<file path="src/hdl/gig_regs_pkg.sv">
// package for the gigabit control and status register pair
// assumes a 16-bit register port with one-cycle read latency
package gig_regs_pkg;

  // register offsets
  localparam logic [4:0]  CTRL_OFFSET   = 5'h09;
  localparam logic [4:0]  STAT_OFFSET   = 5'h0a;

  // control register field positions
  localparam int          TM_HI         = 15;
  localparam int          TM_LO         = 13;
  localparam int          MAN_EN_BIT    = 12;
  localparam int          MAN_VAL_BIT   = 11;
  localparam int          PORT_TYPE_BIT = 10;
  localparam int          ADV_FD_BIT    = 9;
  localparam int          ADV_HD_BIT    = 8;

  // reset values and field encodings
  localparam logic [15:0] CTRL_RESET    = 16'h0300;
  localparam logic [2:0]  TM_NORMAL     = 3'h0;
  localparam logic [2:0]  TM_JIT_MASTER = 3'h2;
  localparam logic [2:0]  TM_JIT_SLAVE  = 3'h3;
  localparam logic [2:0]  TM_MAX        = 3'h4;
  localparam logic [7:0]  IDLE_MAX      = 8'hff;

  // settings that only apply on an update event
  typedef struct packed {
    logic manual_en;
    logic manual_master;
    logic port_master;
    logic adv_full;
    logic adv_half;
  } gig_cfg_s;

  // live link state from the negotiation and receive logic
  typedef struct packed {
    logic resolved_master;
    logic local_rx_ok;
    logic remote_rx_ok;
    logic lp_full;
    logic lp_half;
  } link_stat_s;

endpackage

</file>
<file path="src/hdl/gigabit_control_status_regs.sv">
// gigabit control and status registers with pending configuration
// assumes negotiation logic supplies status and pulses synchronous
// to i_clk; idle error and fault events are one-cycle pulses
`timescale 1ns/100ps

// Summary of operation
// - test mode field 15:13, 000 normal, 001-100 tests, above 100 reserved
// - test modes 2 and 3 take transmit clock from receive clock
// - any negotiation restart returns test mode to zero
// - bits 12:8 stay pending until reset, restart, power-up or link loss
// - bit 12 one selects manual role, zero automatic resolution
// - under manual role bit 11 one forces master, zero slave
// - port type bit 10 prefers master; ignored when bit 12 is one
// - status bit 15 latches a role fault and clears on read
// - status bit 14 shows the resolved role, one for master
// - status bit 13 shows local receiver health
// - status bit 12 shows remote receiver health
// - status bits 11 and 10 show partner gigabit full and half ability
// - status bits 7:0 count idle errors since last read, read clears
// - idle error count saturates at all ones
// - leaving power down forces a software reset and a restart
module gigabit_control_status_regs (
  // clock and reset
  input  wire logic                      i_clk,
  input  wire logic                      i_rst,
  // register port
  input  wire logic [4:0]                i_addr,
  input  wire logic [15:0]               i_wdata,
  input  wire logic                      i_wr,
  input  wire logic                      i_rd,
  output logic      [15:0]               o_rdata,
  // control events
  input  wire logic                      i_soft_reset,
  input  wire logic                      i_an_restart,
  input  wire logic                      i_pd_main,
  input  wire logic                      i_pd_copper,
  input  wire logic                      i_link_down,
  // status inputs
  input  wire gig_regs_pkg::link_stat_s  i_link,
  input  wire logic                      i_role_fault,
  input  wire logic                      i_idle_error,
  // outputs to the transceiver core
  output gig_regs_pkg::gig_cfg_s         o_cfg,
  output logic      [2:0]                o_test_mode,
  output logic                           o_tx_clk_from_rx,
  output logic                           o_prefer_master,
  output logic                           o_force_master,
  output logic                           o_force_slave,
  output logic                           o_soft_reset,
  output logic                           o_an_restart
);

  // ----------------------------------------------------------------
  // state
  // ----------------------------------------------------------------
  logic [15:0]             ctrl;
  gig_regs_pkg::gig_cfg_s  active;
  logic                    fault;
  logic [7:0]              idle_cnt;
  logic                    pd_prev;

  // ----------------------------------------------------------------
  // decode and update events
  // ----------------------------------------------------------------
  wire logic ctrl_wr  = i_wr && (i_addr == gig_regs_pkg::CTRL_OFFSET);
  wire logic stat_rd  = i_rd && (i_addr == gig_regs_pkg::STAT_OFFSET);
  wire logic ctrl_rd  = i_rd && (i_addr == gig_regs_pkg::CTRL_OFFSET);
  wire logic pd_now   = i_pd_main || i_pd_copper;
  wire logic pd_exit  = pd_prev && !pd_now;
  wire logic do_soft  = i_soft_reset || pd_exit;
  wire logic do_rst   = i_an_restart || pd_exit;
  wire logic do_upd   = do_soft || do_rst || i_link_down;

  // write data with test mode; a restart clears it after the write
  wire logic [15:0] ctrl_wr_val = ctrl_wr ? i_wdata : ctrl;
  wire logic [15:0] next_ctrl   = do_rst
    ? {gig_regs_pkg::TM_NORMAL, ctrl_wr_val[12:0]}
    : ctrl_wr_val;

  // pending settings as written by software
  wire gig_regs_pkg::gig_cfg_s pend = '{
    manual_en:     next_ctrl[gig_regs_pkg::MAN_EN_BIT],
    manual_master: next_ctrl[gig_regs_pkg::MAN_VAL_BIT],
    port_master:   next_ctrl[gig_regs_pkg::PORT_TYPE_BIT],
    adv_full:      next_ctrl[gig_regs_pkg::ADV_FD_BIT],
    adv_half:      next_ctrl[gig_regs_pkg::ADV_HD_BIT]};

  // fault and counter: set wins over a read clear
  wire logic       next_fault = i_role_fault || (fault && !stat_rd);
  wire logic [7:0] cnt_base   = stat_rd ? 8'h00 : idle_cnt;
  wire logic       cnt_sat    = cnt_base == gig_regs_pkg::IDLE_MAX;
  wire logic [7:0] next_idle  = (i_idle_error && !cnt_sat)
    ? 8'(cnt_base + 8'h01) : cnt_base;

  // status word assembled from live inputs and latched events
  wire logic [15:0] stat_word = {
    fault,
    i_link.resolved_master,
    i_link.local_rx_ok,
    i_link.remote_rx_ok,
    i_link.lp_full, i_link.lp_half,
    2'b00,
    idle_cnt};

  wire logic [15:0] next_rdata = stat_rd ? stat_word
                               : ctrl_rd ? ctrl : 16'h0000;

  // ----------------------------------------------------------------
  // control register and applied settings
  // ----------------------------------------------------------------
  // hard reset loads defaults; soft reset leaves 15:13 and 7:0 alone
  always_ff @(posedge i_clk) begin
    if (i_rst) begin
      ctrl   <= gig_regs_pkg::CTRL_RESET;
      active <= gig_regs_pkg::gig_cfg_s'(5'b00011);
      pd_prev <= 1'b0;
    end else begin
      ctrl    <= next_ctrl;
      pd_prev <= pd_now;
      if (do_upd) begin
        active <= pend;
      end
    end
  end

  // status event latches and read data
  always_ff @(posedge i_clk) begin
    if (i_rst) begin
      fault    <= 1'b0;
      idle_cnt <= 8'h00;
      o_rdata  <= 16'h0000;
    end else begin
      fault    <= next_fault;
      idle_cnt <= next_idle;
      o_rdata  <= next_rdata;
    end
  end

  // ----------------------------------------------------------------
  // outputs to the core
  // ----------------------------------------------------------------
  // reserved codes above 4 run as normal operation
  assign o_test_mode = (ctrl[gig_regs_pkg::TM_HI:gig_regs_pkg::TM_LO]
                        > gig_regs_pkg::TM_MAX)
                     ? gig_regs_pkg::TM_NORMAL
                     : ctrl[gig_regs_pkg::TM_HI:gig_regs_pkg::TM_LO];
  assign o_tx_clk_from_rx = (o_test_mode == gig_regs_pkg::TM_JIT_MASTER)
                         || (o_test_mode == gig_regs_pkg::TM_JIT_SLAVE);
  assign o_cfg           = active;
  assign o_force_master  = active.manual_en && active.manual_master;
  assign o_force_slave   = active.manual_en && !active.manual_master;
  assign o_prefer_master = !active.manual_en && active.port_master;
  assign o_soft_reset    = do_soft;
  assign o_an_restart    = do_rst;

endmodule

</file>
<file path="config.mk">
export PLATFORM = sky130hd
export DESIGN_NAME = gigabit_control_status_regs
export DESIGN_NICKNAME = d
export VERILOG_FILES = /design/src/hdl/gig_regs_pkg.sv /design/src/hdl/gigabit_control_status_regs.sv
export SDC_FILE = /design/constraint.sdc
export NUM_CORES = 1
export LEC_CHECK = 0
export CAP_MARGIN = 20
export CORE_UTILIZATION = 60
export CTS_CLUSTER_SIZE = 12
export DETAILED_ROUTE_END_ITERATION = 7
export DONT_BUFFER_PORTS = 1
export HOLD_SLACK_MARGIN = 0.15
export PLACE_DENSITY_LB_ADDON = 0.08
export SLEW_MARGIN = 20
export SYNTH_ARGS = -nofsm -noshare
export SYNTH_HDL_FRONTEND = slang
export SYNTH_SLANG_ARGS = --single-unit
</file>
<file path="constraint.sdc">
create_clock -name i_clk -period 1.4 [get_ports i_clk]
set_input_delay 0.28 -clock i_clk [delete_from_list [all_inputs] [get_ports i_clk]]
set_output_delay 0.28 -clock i_clk [all_outputs]
set_load 0.005 [all_outputs]
</file>
Word level (Yosys, flattened, before mapping)
Index checks and enable logic that the tools add are counted.
Widths: inputs -> output; s select.
- word-level logic and storage cells: 49
- output and inout bits: 30
- bits in registers: 47
- input bits: 37
- equality and inequality tests: 5
- multiplexer cells: 6
- add/subtract/negate cells: 1
- bitwise operators: 1
- reductions and logical operators: 23
- magnitude comparators: 1
- operators with widths (kind ; count):
    $mux 16 ; 3
    $mux 8 ; 2
    $eq 5x4->1 const B ; 2
    $logic_and 1x1->1 ; 9
    $add 8x1->8 const B ; 1
    $eq 8x8->1 const B ; 1
    $logic_or 1x1->1 ; 7
    $eq 3x2->1 const B ; 2
    $logic_not 1->1 ; 5
    $gt 3x3->1 const B ; 1
    $mux 3 ; 1
    $reduce_or 3->1 ; 1
    $reduce_or 2->1 ; 1
    $not 1->1 ; 1

Longest topological paths before layout
Gate-level depths: netlist of the first run.
- depth after elaboration: 7
- depth in mapped cells: 6
- mapped depth without buffers: 4

Worst setup path after synthesis of the first run
Ideal clock, no wire load.
- path kind: input to register
- start point: input i_addr[2]
- end point: register active, in the netlist o_cfg[2]
- setup time: 0.134 ns
- path buffers: 1
- data required time: 1.266 ns
- arrival: 1.143 ns
- path slack: 0.123 ns
- stages: 5
- path through: and4bb_1 -> and2_4 -> buf_12 -> mux2i_1 -> a211oi_1
- word-level cells in the longest chain between the ends: 3
- ends and longest elaborated chain (what ; RTL line ; text):
    from (decl) ; gigabit_control_status_regs.sv:27 ; input wire logic [4:0] i_addr,
    $eq 5x4->1 ; gigabit_control_status_regs.sv:65 ; wire logic ctrl_wr = i_wr && (i_addr == gig_regs_pkg::CTRL_OFFSET);
    $logic_and 1x1->1 ; gigabit_control_status_regs.sv:65 ;
    $mux 16 ; gigabit_control_status_regs.sv:75 ; wire logic [15:0] ctrl_wr_val = ctrl_wr ? i_wdata : ctrl;
    to (signal assigned) ; gigabit_control_status_regs.sv:115 ; active <= gig_regs_pkg::gig_cfg_s'(5'b00011);
    to (signal assigned) ; gigabit_control_status_regs.sv:121 ; active <= pend;
    to (decl) ; gigabit_control_status_regs.sv:57 ; gig_regs_pkg::gig_cfg_s active;
No other way between the ends.
A chain may end at the register's enable or synchronous reset.

Worst setup path in the final report of the first run
- start point: register pd_prev
- end point: output o_an_restart
- word-level cells in the longest chain between the ends: 2
- ends and longest elaborated chain (what ; RTL line ; text):
    from (decl) ; gigabit_control_status_regs.sv:60 ; logic pd_prev;
    from (signal assigned) ; gigabit_control_status_regs.sv:119 ; pd_prev <= pd_now;
    $logic_and 1x1->1 ; gigabit_control_status_regs.sv:69 ; wire logic pd_exit = pd_prev && !pd_now;
    $logic_or 1x1->1 ; gigabit_control_status_regs.sv:71 ; wire logic do_rst = i_an_restart || pd_exit;
    to (decl) ; gigabit_control_status_regs.sv:50 ; output logic o_an_restart
No other way between the ends.

==> results of run 1 <==
-- report_power, final --
| part | internal (W) | switching, W | leakage (nW) | total (W) |
|---|---|---|---|---|
| Combinational | 0.0000836 | 0.0000738 | 0.476 | 0.000157 |
| Clock | 0.000192 | 0.000451 | 0.0272 | 0.000643 |
| Sequential | 0.00135 | 0.0000128 | 0.381 | 0.00137 |
-- cell type report --
class | count | area, µm² | area share, %
Clock buffer | 5 | 37.5 | 1.68
Tap cell | 31 | 38.8 | 1.73
Timing Repair Buffer | 39 | 370 | 16.5
Clock inverter | 3 | 20.0 | 0.894
Multi-Input combinational cell | 132 | 812 | 36.3
Sequential cell | 47 | 945 | 42.2
Inverter | 4 | 15.0 | 0.671
-- stage by stage --
step / power [W] / util [%] / hold slack, ns / instances / setup slack (ns)
finish: 0.00217 / 80.5 / 0.180 / 261 / -0.00655
global placement: 0.00148 / 65.0 / 0.352 / 221 / 0.0882
floorplan: 0.00147 / - / 0.396 / 192 / 0.123
CTS: 0.00214 / 76.9 / 0.151 / 255 / 0.00644
detailed placement: 0.00148 / 65.0 / 0.354 / 221 / 0.0232
global route: 0.00224 / 80.5 / 0.172 / 261 / -0.0531
-- synth_stat cells, drive strengths merged --
master and n:
a211oi 5, a21oi 13, a22oi 14, a311oi 1, a31oi 2, and2 2
and3 5, and4 3, and4b 1, and4bb 1, buf 4, clkbuf 5
dfxtp 47, inv 4, mux2i 6, nand2 21, nand3 2, nand4 1
nor2 28, nor2b 8, nor3 7, nor3b 2, nor4bb 1, o211a 2
o211ai 2, o21ai 2, or2 2, or4 1
-- what timing repair did --
| action | 4_1_cts | 5_1_grt |
|---|---|---|
| setup endpoints to repair | 5 | 36 |
| hold buffers | 26 | 1 |
| pin swaps | 0 | 2 |
| resized for setup | 4 | 13 |
| hold endpoints to repair | 31 | 1 |
| setup buffers | 0 | 5 |
-- flip-flops by register name, indices dropped and copies added, names as in the netlist --
register and flops:
o_cfg 5, o_rdata 16, fault 1, pd_prev 1, idle_cnt 8, ctrl 16
-- path summary, 6_finish.rpt --
| kind | end | slack (ns) | cells past startpoint |
|---|---|---|---|
| worst min register to register | o_rdata[9] | 0.49 | 1 |
| worst min-delay path | idle_cnt[1] | 0.18 | 2 |
| worst max-delay path | o_an_restart | -0.007 | 2 |
| worst max register to register | o_cfg[3] | 0.02 | 3 |
-- cells by family (layout without fill, tap and decap cells) --
family                 count (synthesis)  after routing  share of synthesized area, %
AND/OR/NAND/NOR                       85             85                          24.0
AO/OA/AOI/OAI                         41             41                          15.5
buffers and inverters                 13             51                          4.03
multiplexers                           6              6                          3.39
flip-flops                            47             47                          53.1
-- metal layers --
metal | part of all wire [%] | global-route usage, % | vias up
li1 | - | - | 751
met1 | 38 | 28.8 | 768
met2 | 54 | 44.2 | 65
met3 | 5.8 | 7.60 | 12
met4 | 2.0 | 16.0 | 0
met5 | 0 | 0 | -
-- critical path, stage by stage, from the launching register on --
cell and delay (ns):
dfxtp_2 0.34, nor3b_4 0.15, or2_4 0.27
-- cell usage in the layout, fill, tap and decap left out, drive strengths merged, types with 2 or more instances in the layout --
master and n:
a211oi 5, nor3b 2, and3 5, buf 12, o211a 2, nor3 7
nand2 21, o21ai 2, o211ai 2, and4 3, clkbuf 5, nor2 28
clkinvlp 2, and2 2, mux2i 6, a31oi 2, or2 2, dlygate4sd3 26
a22oi 14, nand3 2, nor2b 8, inv 4, a21oi 13, dfxtp 47
==> reports/qor.csv, run 1 <==
stage,metric,value,unit
run_status,status,"finished, violations left",
run_status,failing checks,negative setup slack,
synthesis,cell taking the most area after synthesis,dfxtp_1,
synthesis,Avg Synthesized Cell Area,9.23,µm²
detailed_routing,antenna-violating nets left,0,
global_route,initial antenna violation count,0,
finish,layout cell share with drive strength beyond 1,13.9,%
pwr,Cell Pwr Density,969,nW/µm²
floorplan,I/O pin count,67,
worst_setup_path,worst setup path startpoint,pd_prev,
detailed_routing,via count,1596,
global_route,vias in the first global route,1494,
clock_tree,Root Buffer,clkbuf_4,
synthesis,synth warn,0,
synthesis,syn_nets,229,
clock_tree,clk buf depth,2,
floorplan,initial core utilization,63.7,%
clock_tree,CTS sink cnt,47,
synthesis,post-synthesis sequential area ratio,53.1,%
clock_tree,clk slew on worst S/H paths,0.15,ns
placement,Placed Area,1810,µm²
sta,crit path time final,1.41,ns
global_route,largest net degree at the start of global routing,20,
floorplan,Die W,56.3,µm
detailed_routing,initial DRC count,66,
placement,dpl hpwl,2580,µm
placement,gpl congestion,0.717,
pwr,leakage,0.885,nW
pwr,peak supply drop,1.10,mV
hold_path,Hold Crit Class,input port to flip-flop,
floorplan,cell row count,19,
sta,setup ws final,-0.00655,ns
floorplan,Die Span Y,56.3,µm
hold_path,hold wc startpoint,i_idle_error,
worst_setup_path,Reg-to-Reg Start,pd_prev,
finish,area grow syn2layout,26.3,%
global_route,Total Routing Usage GR,26.2,%
finish,number of fill cells,164,
worst_setup_path,Required @ worst endpoint,1.12,ns
detailed_routing,final WL,4510,µm
detailed_routing,WL/cell,17.3,µm
synthesis,Mapped Area,1770,µm²
floorplan,die area,3170,µm²
sta,Fin Clk Skew,0.0134,ns
global_route,GRT Residual Overflow,0,
worst_setup_path,Setup crit end kind,output port,
finish,final net count,266,
synthesis,main area contributors after synthesis,"dfxtp_1 (53%), a22oi_1 (5.9%), nor2_1 (5.9%)",
synthesis,post-synthesis cell type count,31,
sta,Fmax,711,MHz
sta,final hold vios,0,
sta,fin crit share,100,%
clock_tree,H-tree levels,2,
synthesis,#FFs+latches synth,47,
detailed_routing,DRC viols,0,
sta,max-slew violations,0,
sta,Slew HR,70.0,%
synthesis,top-area cell type share of the netlist area,53.1,%
job,Max-cap violations,0,
finish,post-route cell area,2240,µm²
global_route,first-pass GRT wire length,6320,µm
synthesis,Mapped Cells,192,
worst_setup_path,startpoint type of the worst setup path,flip-flop,
floorplan,Core ar.,2780,µm²
placement,number of port buffers,0,
detailed_routing,First-pass DRT Iterations,4,
detailed_routing,Via density,6.11,
clock_tree,CTS buffer count,5,
finish,ANT cells,0,
sta,Worst-Margin Slew,0.449,ns
sta,final setup fails,1,
worst_setup_path,Crit Path Max Fanout,4,
worst_setup_path,Worst Setup Path Type,flip-flop to output port,
worst_setup_path,CP arrival,1.13,ns
clock_tree,Skew-Pair Late Insertion Delay,0.37,ns
sta,RSZ-0062 raised after global routing,true,
clock_tree,TritonCTS clock tree,built,
sta,setup_tns,-0.00655,ns
Note: power is estimated with default switching activity, not from simulation.
==> run 2, diff against run 1 <==
Settings changed: CORE_UTILIZATION 60 to 56.
==> run 2 against run 1 <==
  * Worst setup slack improved by 0.016 ns
  * The run now ends clean
  * Sequential power barely moved
  * Sequential share of layout area rose by 0.088 points
==> reports/qor.csv, run 2 (same netlist as run 1, synthesis figures left out) <==
stage,metric,value,unit
detailed_routing,First-pass DRT Iterations,4,
clock_tree,CTS buffer count,5,
global_route,GRT met2 Usage,44.8,%
finish,post-route cell area,2240,µm²
worst_setup_path,reg2reg end,o_cfg[2],
placement,gpl congestion,0.821,
detailed_routing,final WL,4020,µm
worst_setup_path,worst setup path startpoint,pd_prev,
sta,Slew HR,72.3,%
global_route,initial antenna violation count,0,
floorplan,I/O pin count,67,
floorplan,initial core utilization,58.5,%
clock_tree,TritonCTS clock tree,built,
global_route,M1 GR Usage,27.9,%
finish,ANT cells,0,
detailed_routing,via count,1546,
sta,fin crit share,99.3,%
worst_setup_path,Crit Path Max Fanout,4,
clock_tree,clk slew on worst S/H paths,0.13,ns
sta,Fin Clk Skew,0.00845,ns
sta,Worst-Margin Slew,0.414,ns
worst_setup_path,worst reg-to-reg setup slack,0.06,ns
clock_tree,CTS sink cnt,47,
worst_setup_path,Critical Path End,o_an_restart,
clock_tree,Root Buffer,clkbuf_4,
floorplan,cell row count,20,
worst_setup_path,Worst Setup Path Type,flip-flop to output port,
hold_path,Hold Crit Class,input port to flip-flop,
sta,Fmax,719,MHz
finish,"commonest non-fill, non-tap cell in the layout",dfxtp_1,
global_route,first-pass GRT wire length,6350,µm
finish,most frequent cells in the layout,"dfxtp_1 (42), nor2_1 (28), dlygate4sd3_1 (27), nand2_1 (20), a22oi_1 (14)",
worst_setup_path,cell depth of the worst flop-to-flop path,3,
clock_tree,H-tree levels,2,
detailed_routing,antenna-violating nets left,0,
finish,"non-filler cells, final",273,
clock_tree,clk buf depth,2,
pwr,Cell Pwr Density,1040,nW/µm²
detailed_routing,initial DRC count,134,
sta,RSZ-0062 raised after global routing,true,
floorplan,die area,3390,µm²
detailed_routing,WL/cell,14.7,µm
worst_setup_path,Setup crit end kind,output port,
placement,placed instance count,236,
finish,top flop regs,"ctrl x16, o_rdata x16, idle_cnt x8",
detailed_routing,Via density,5.66,
pwr,leakage,0.881,nW
job,Max-cap violations,0,
finish,final net count,265,
finish,layout cell share with drive strength beyond 1,13.5,%
pwr,peak supply drop,0.702,mV
sta,setup_tns,0,ns
global_route,vias in the first global route,1474,
detailed_routing,DRC viols,0,
global_route,grt met3 use,7.81,%
placement,number of port buffers,0,
floorplan,Die Span Y,58.2,µm
worst_setup_path,CP arrival,1.11,ns
floorplan,Core ar.,3030,µm²
run_status,status,finished clean,
finish,area grow syn2layout,26.4,%
clock_tree,Skew-Pair Late Insertion Delay,0.36,ns
worst_setup_path,Reg-to-Reg Start,pd_prev,
floorplan,Die W,58.2,µm
worst_setup_path,Required @ worst endpoint,1.12,ns
global_route,Total Routing Usage GR,25.0,%
sta,crit path time final,1.39,ns
sta,final setup fails,0,
sta,max-slew violations,0,
global_route,largest net degree at the start of global routing,20,
placement,dpl hpwl,2550,µm
placement,Placed Area,1840,µm²
worst_setup_path,startpoint type of the worst setup path,flip-flop,
global_route,GRT busiest layer,met2,
pwr,Total Power,0.00233,W
sta,final hold vios,0,
global_route,GRT Residual Overflow,0,
[run 2: cell types whose count changed in the layout (fill, tap and decap cells not counted), moves of 2 or more]
cell / before / now
dfxtp_2: 3 / 5
clkinvlp_4: 2 / 0
mux2i_4: 2 / 0
buf_6: 2 / 0
mux2i_1: 4 / 6
dfxtp_1: 44 / 42
[run 2: stage by stage]
step                      hold WS [ns]  setup WS [ns]  utilization [%]
after floorplan                  0.396          0.123                -
after global placement           0.353         0.0872             60.7
after detailed placement         0.355         0.0132             60.7
after CTS                        0.175         0.0115             72.8
after global routing             0.188        -0.0308             74.0
final                            0.181        0.00948             74.0
[run 2: worst min-delay path by stage]
| stage | start | depth (start not counted) | slack, ns | endpoint |
|---|---|---|---|---|
| 3_3_place_gp | i_rst | 1 | 0.35 | ctrl[1] |
| 5_1_grt | i_link_down | 2 | 0.19 | o_cfg[4] |
| 3_5_place_dp | i_rst | 1 | 0.35 | ctrl[4] |
| 4_1_cts | i_link_down | 2 | 0.17 | o_cfg[3] |
| 6_report | i_idle_error | 2 | 0.18 | idle_cnt[2] |
| 2_1_floorplan | i_pd_main | 2 | 0.40 | pd_prev |
[run 2: cell type report]
cell class	instances	area (µm²)
inverter	4	15.0
multi-input combinational	132	788
sequential	47	947
fill	236	788
clock buffer	5	37.5
clock inverter	3	43.8
timing repair buffer	38	353
tap	44	55.1
[run 2: where the power goes]
group | internal (W) | switching (W) | leakage [nW]
combinational | 0.0000851 | 0.0000700 | 0.454
clock | 0.000376 | 0.000437 | 0.0452
sequential | 0.00135 | 0.0000102 | 0.382
total | 0.00182 | 0.000517 | 0.881
[run 2: critical path, stage by stage (launching register included)]
cell and delay [ns]:
dfxtp_2 0.34, nor3b_4 0.15, or2_4 0.26
[run 2: layer usage]
metal / share of wire [%] / vias to the layer above / wire (µm)
met4: 1.7 / 0 / 68
met2: 54 / 48 / 2160
met5: 0 / - / 0
li1: - / 749 / -
met1: 39 / 741 / 1580
met3: 5.3 / 8 / 212
[run 2: repair_timing]
action,4_1_cts,5_1_grt
setup buffers,0,2
setup endpoints to repair,4,15
hold buffers,27,0
pin swaps,0,1
resized for setup,4,8
hold endpoints to repair,30,0
gates cloned,0,0
==> run 3, diff against run 2 <==
Settings changed: ABC_AREA set to 1, CORE_ASPECT_RATIO set to 0.75, PLACE_DENSITY set to 0.72, PLACE_DENSITY_LB_ADDON 0.08 to not set.
==> run 3 against run 2 <==
  * Routed wire length increased by 2.0%
  * Via count increased by 2.4%
  * Synthesized cell count increased by 27%
  * First-iteration DRC count decreased by 22%
  * Total power increased by 8.2%
  * Count of clock-buffer cells in the layout increased by 1
  * Critical endpoint is now o_test_mode[0]
  * Register-to-register slack improved by 0.17 ns
  * Clock skew decreased by 0.0056 ns
  * Clock power increased by 24%
==> reports/qor.csv, run 3 <==
stage,metric,value,unit
worst_setup_path,Setup crit end kind,output port,
sta,Fin Clk Skew,0.00286,ns
placement,Placed Area,1940,µm²
worst_setup_path,startpoint type of the worst setup path,flip-flop,
finish,most frequent cells in the layout,"inv_1 (49), dfxtp_1 (47), nand2_1 (38), nor2_1 (23), a21oi_1 (20)",
pwr,leakage,1.01,nW
sta,fin crit share,89.9,%
synthesis,Mapped Area,1880,µm²
placement,gpl congestion,0.921,
clock_tree,H-tree levels,2,
finish,"commonest non-fill, non-tap cell in the layout",inv_1,
sta,max-slew violations,0,
worst_setup_path,Worst Setup Path Type,flip-flop to output port,
synthesis,Post-synth top cells,"inv_1 (49), dfxtp_1 (47), nand2_1 (38), nor2_1 (23), a21oi_1 (20)",
clock_tree,clk buf depth,2,
detailed_routing,DRC viols,0,
pwr,Cell Pwr Density,1150,nW/µm²
job,Max-cap violations,0,
clock_tree,Skew-Pair Late Insertion Delay,0.30,ns
clock_tree,Root Buffer,clkbuf_8,
synthesis,"count leader, synth",inv_1,
clock_tree,TritonCTS clock tree,built,
hold_path,Hold Crit Class,input port to flip-flop,
global_route,initial antenna violation count,0,
pwr,peak supply drop,0.826,mV
synthesis,main area contributors after synthesis,"dfxtp_1 (50%), inv_1 (9.8%), nand2_1 (7.6%)",
detailed_routing,initial DRC count,104,
detailed_routing,final WL,4100,µm
detailed_routing,antenna-violating nets left,0,
placement,number of port buffers,0,
finish,post-route cell area,2190,µm²
detailed_routing,Via density,5.22,
worst_setup_path,cell depth of the worst flop-to-flop path,5,
sta,Fmax,795,MHz
worst_setup_path,Crit Path Max Fanout,5,
placement,placed instance count,281,
sta,RSZ-0062 raised after global routing,false,
detailed_routing,WL/cell,13.5,µm
synthesis,Main synth FF type,dfxtp_1,
finish,top flop regs,"ctrl x16, o_rdata x16, idle_cnt x8",
sta,final hold vios,0,
floorplan,Die Span Y,52.2,µm
finish,area grow syn2layout,16.7,%
synthesis,asr flop ratio synth,0,%
synthesis,top-area cell type share of the netlist area,50.0,%
sta,final setup fails,0,
finish,final net count,301,
synthesis,Avg Synthesized Cell Area,7.71,µm²
synthesis,cell taking the most area after synthesis,dfxtp_1,
synthesis,synth warn,0,
detailed_routing,via count,1583,
finish,layout cell share with drive strength beyond 1,10.6,%
global_route,first-pass GRT wire length,6400,µm
clock_tree,CTS buffer count,5,
floorplan,Core ar.,3060,µm²
clock_tree,post-cts resize count,0,
synthesis,number of synthesized flops with an enable pin,0,
finish,ANT cells,0,
synthesis,Mapped Cells,244,
floorplan,I/O pin count,67,
worst_setup_path,Required @ worst endpoint,1.12,ns
sta,setup_tns,0,ns
sta,Slew HR,79.0,%
sta,Worst-Margin Slew,0.313,ns
detailed_routing,First-pass DRT Iterations,4,
sta,Hold WS,0.161,ns
worst_setup_path,CP arrival,0.98,ns
clock_tree,clk slew on worst S/H paths,0.08,ns
synthesis,syn_nets,281,
floorplan,cell row count,17,
global_route,largest net degree at the start of global routing,23,
floorplan,Die W,68.9,µm
hold_path,WHS Path Cells,3,
floorplan,initial core utilization,61.4,%
global_route,Total Routing Usage GR,25.0,%
synthesis,#FFs+latches synth,47,
finish,number of fill cells,260,
synthesis,post-synthesis cell type count,23,
floorplan,die area,3600,µm²
global_route,vias in the first global route,1350,
placement,dpl hpwl,2860,µm
clock_tree,CTS sink cnt,47,
synthesis,post-synthesis sequential area ratio,50.0,%
finish,"non-filler cells, final",303,
sta,crit path time final,1.26,ns
run_status,status,finished clean,
global_route,GRT Residual Overflow,0,
## run 3: changes by cell type after synthesis, sizes merged, moves of 7 or more
cell	change
o22ai	+14
a21oi	+7
nor3	-7
nor2b	-8
inv	+45
o21ai	+11
nand3	+13
nand2	+18
a22oi	-14
## run 3: path summary, 6_finish.rpt
check                                   from             end  slack (ns)
worst max-delay path                ctrl[14]  o_test_mode[0]        0.14
worst min-delay path            i_idle_error     idle_cnt[0]        0.16
worst max register to register   idle_cnt[0]     idle_cnt[5]        0.23
worst min register to register       ctrl[9]      o_rdata[9]        0.45
## run 3: report_power, final
group | total [W] | internal (W) | leakage (nW) | switching [W]
clock | 0.00101 | 0.000577 | 0.0612 | 0.000437
sequential | 0.00137 | 0.00136 | 0.380 | 0.0000146
combinational | 0.000139 | 0.0000635 | 0.569 | 0.0000760
total | 0.00252 | 0.00200 | 1.01 | 0.000527
## run 3: logic make-up after synthesis
group	after synthesis	synth area share (%)
buf+inv	58	12.5
compound gates	53	16.6
flops	47	50.0
simple gates	86	20.9
## run 3: through the flow
step	power, W	setup slack (ns)	utilization, %
after floorplan	0.00148	0.197	-
after global placement	0.00150	0.111	63.2
after detailed placement	0.00150	0.0594	63.2
after CTS	0.00255	0.131	71.7
after global routing	0.00262	0.0652	71.7
final	0.00252	0.142	71.7
## run 3: critical path, stage by stage (launching register included)
cell and delay, ns:
dfxtp_1 0.30, inv_1 0.12, nand2_1 0.09, a21oi_1 0.17
## run 3: routing by layer
| metal | global-route usage (%) | share of wire (%) | up-vias |
|---|---|---|---|
| met5 | 0 | 0 | - |
| met1 | 36.5 | 51 | 702 |
| met4 | 10.5 | 1.7 | 0 |
| met2 | 33.7 | 40 | 59 |
| met3 | 7.39 | 7.7 | 9 |
| li1 | - | - | 813 |
## run 3: layout make-up
type	count	area (µm²)	area share, %
multi-input cells	139	704	32.1
inverters	49	184	8.38
flip-flops and latches	47	941	42.9
clock buffers	6	82.6	3.76
repair buffers	22	200	9.12
well taps	38	47.5	2.17
clock inverters	2	35.0	1.60
## run 3: timing repair
action                                  4_1_cts  5_1_grt
buffers inserted                              0        0
hold buffers                                 14        0
hold endpoints to repair                     16        0
endpoints found under the setup margin        0        0
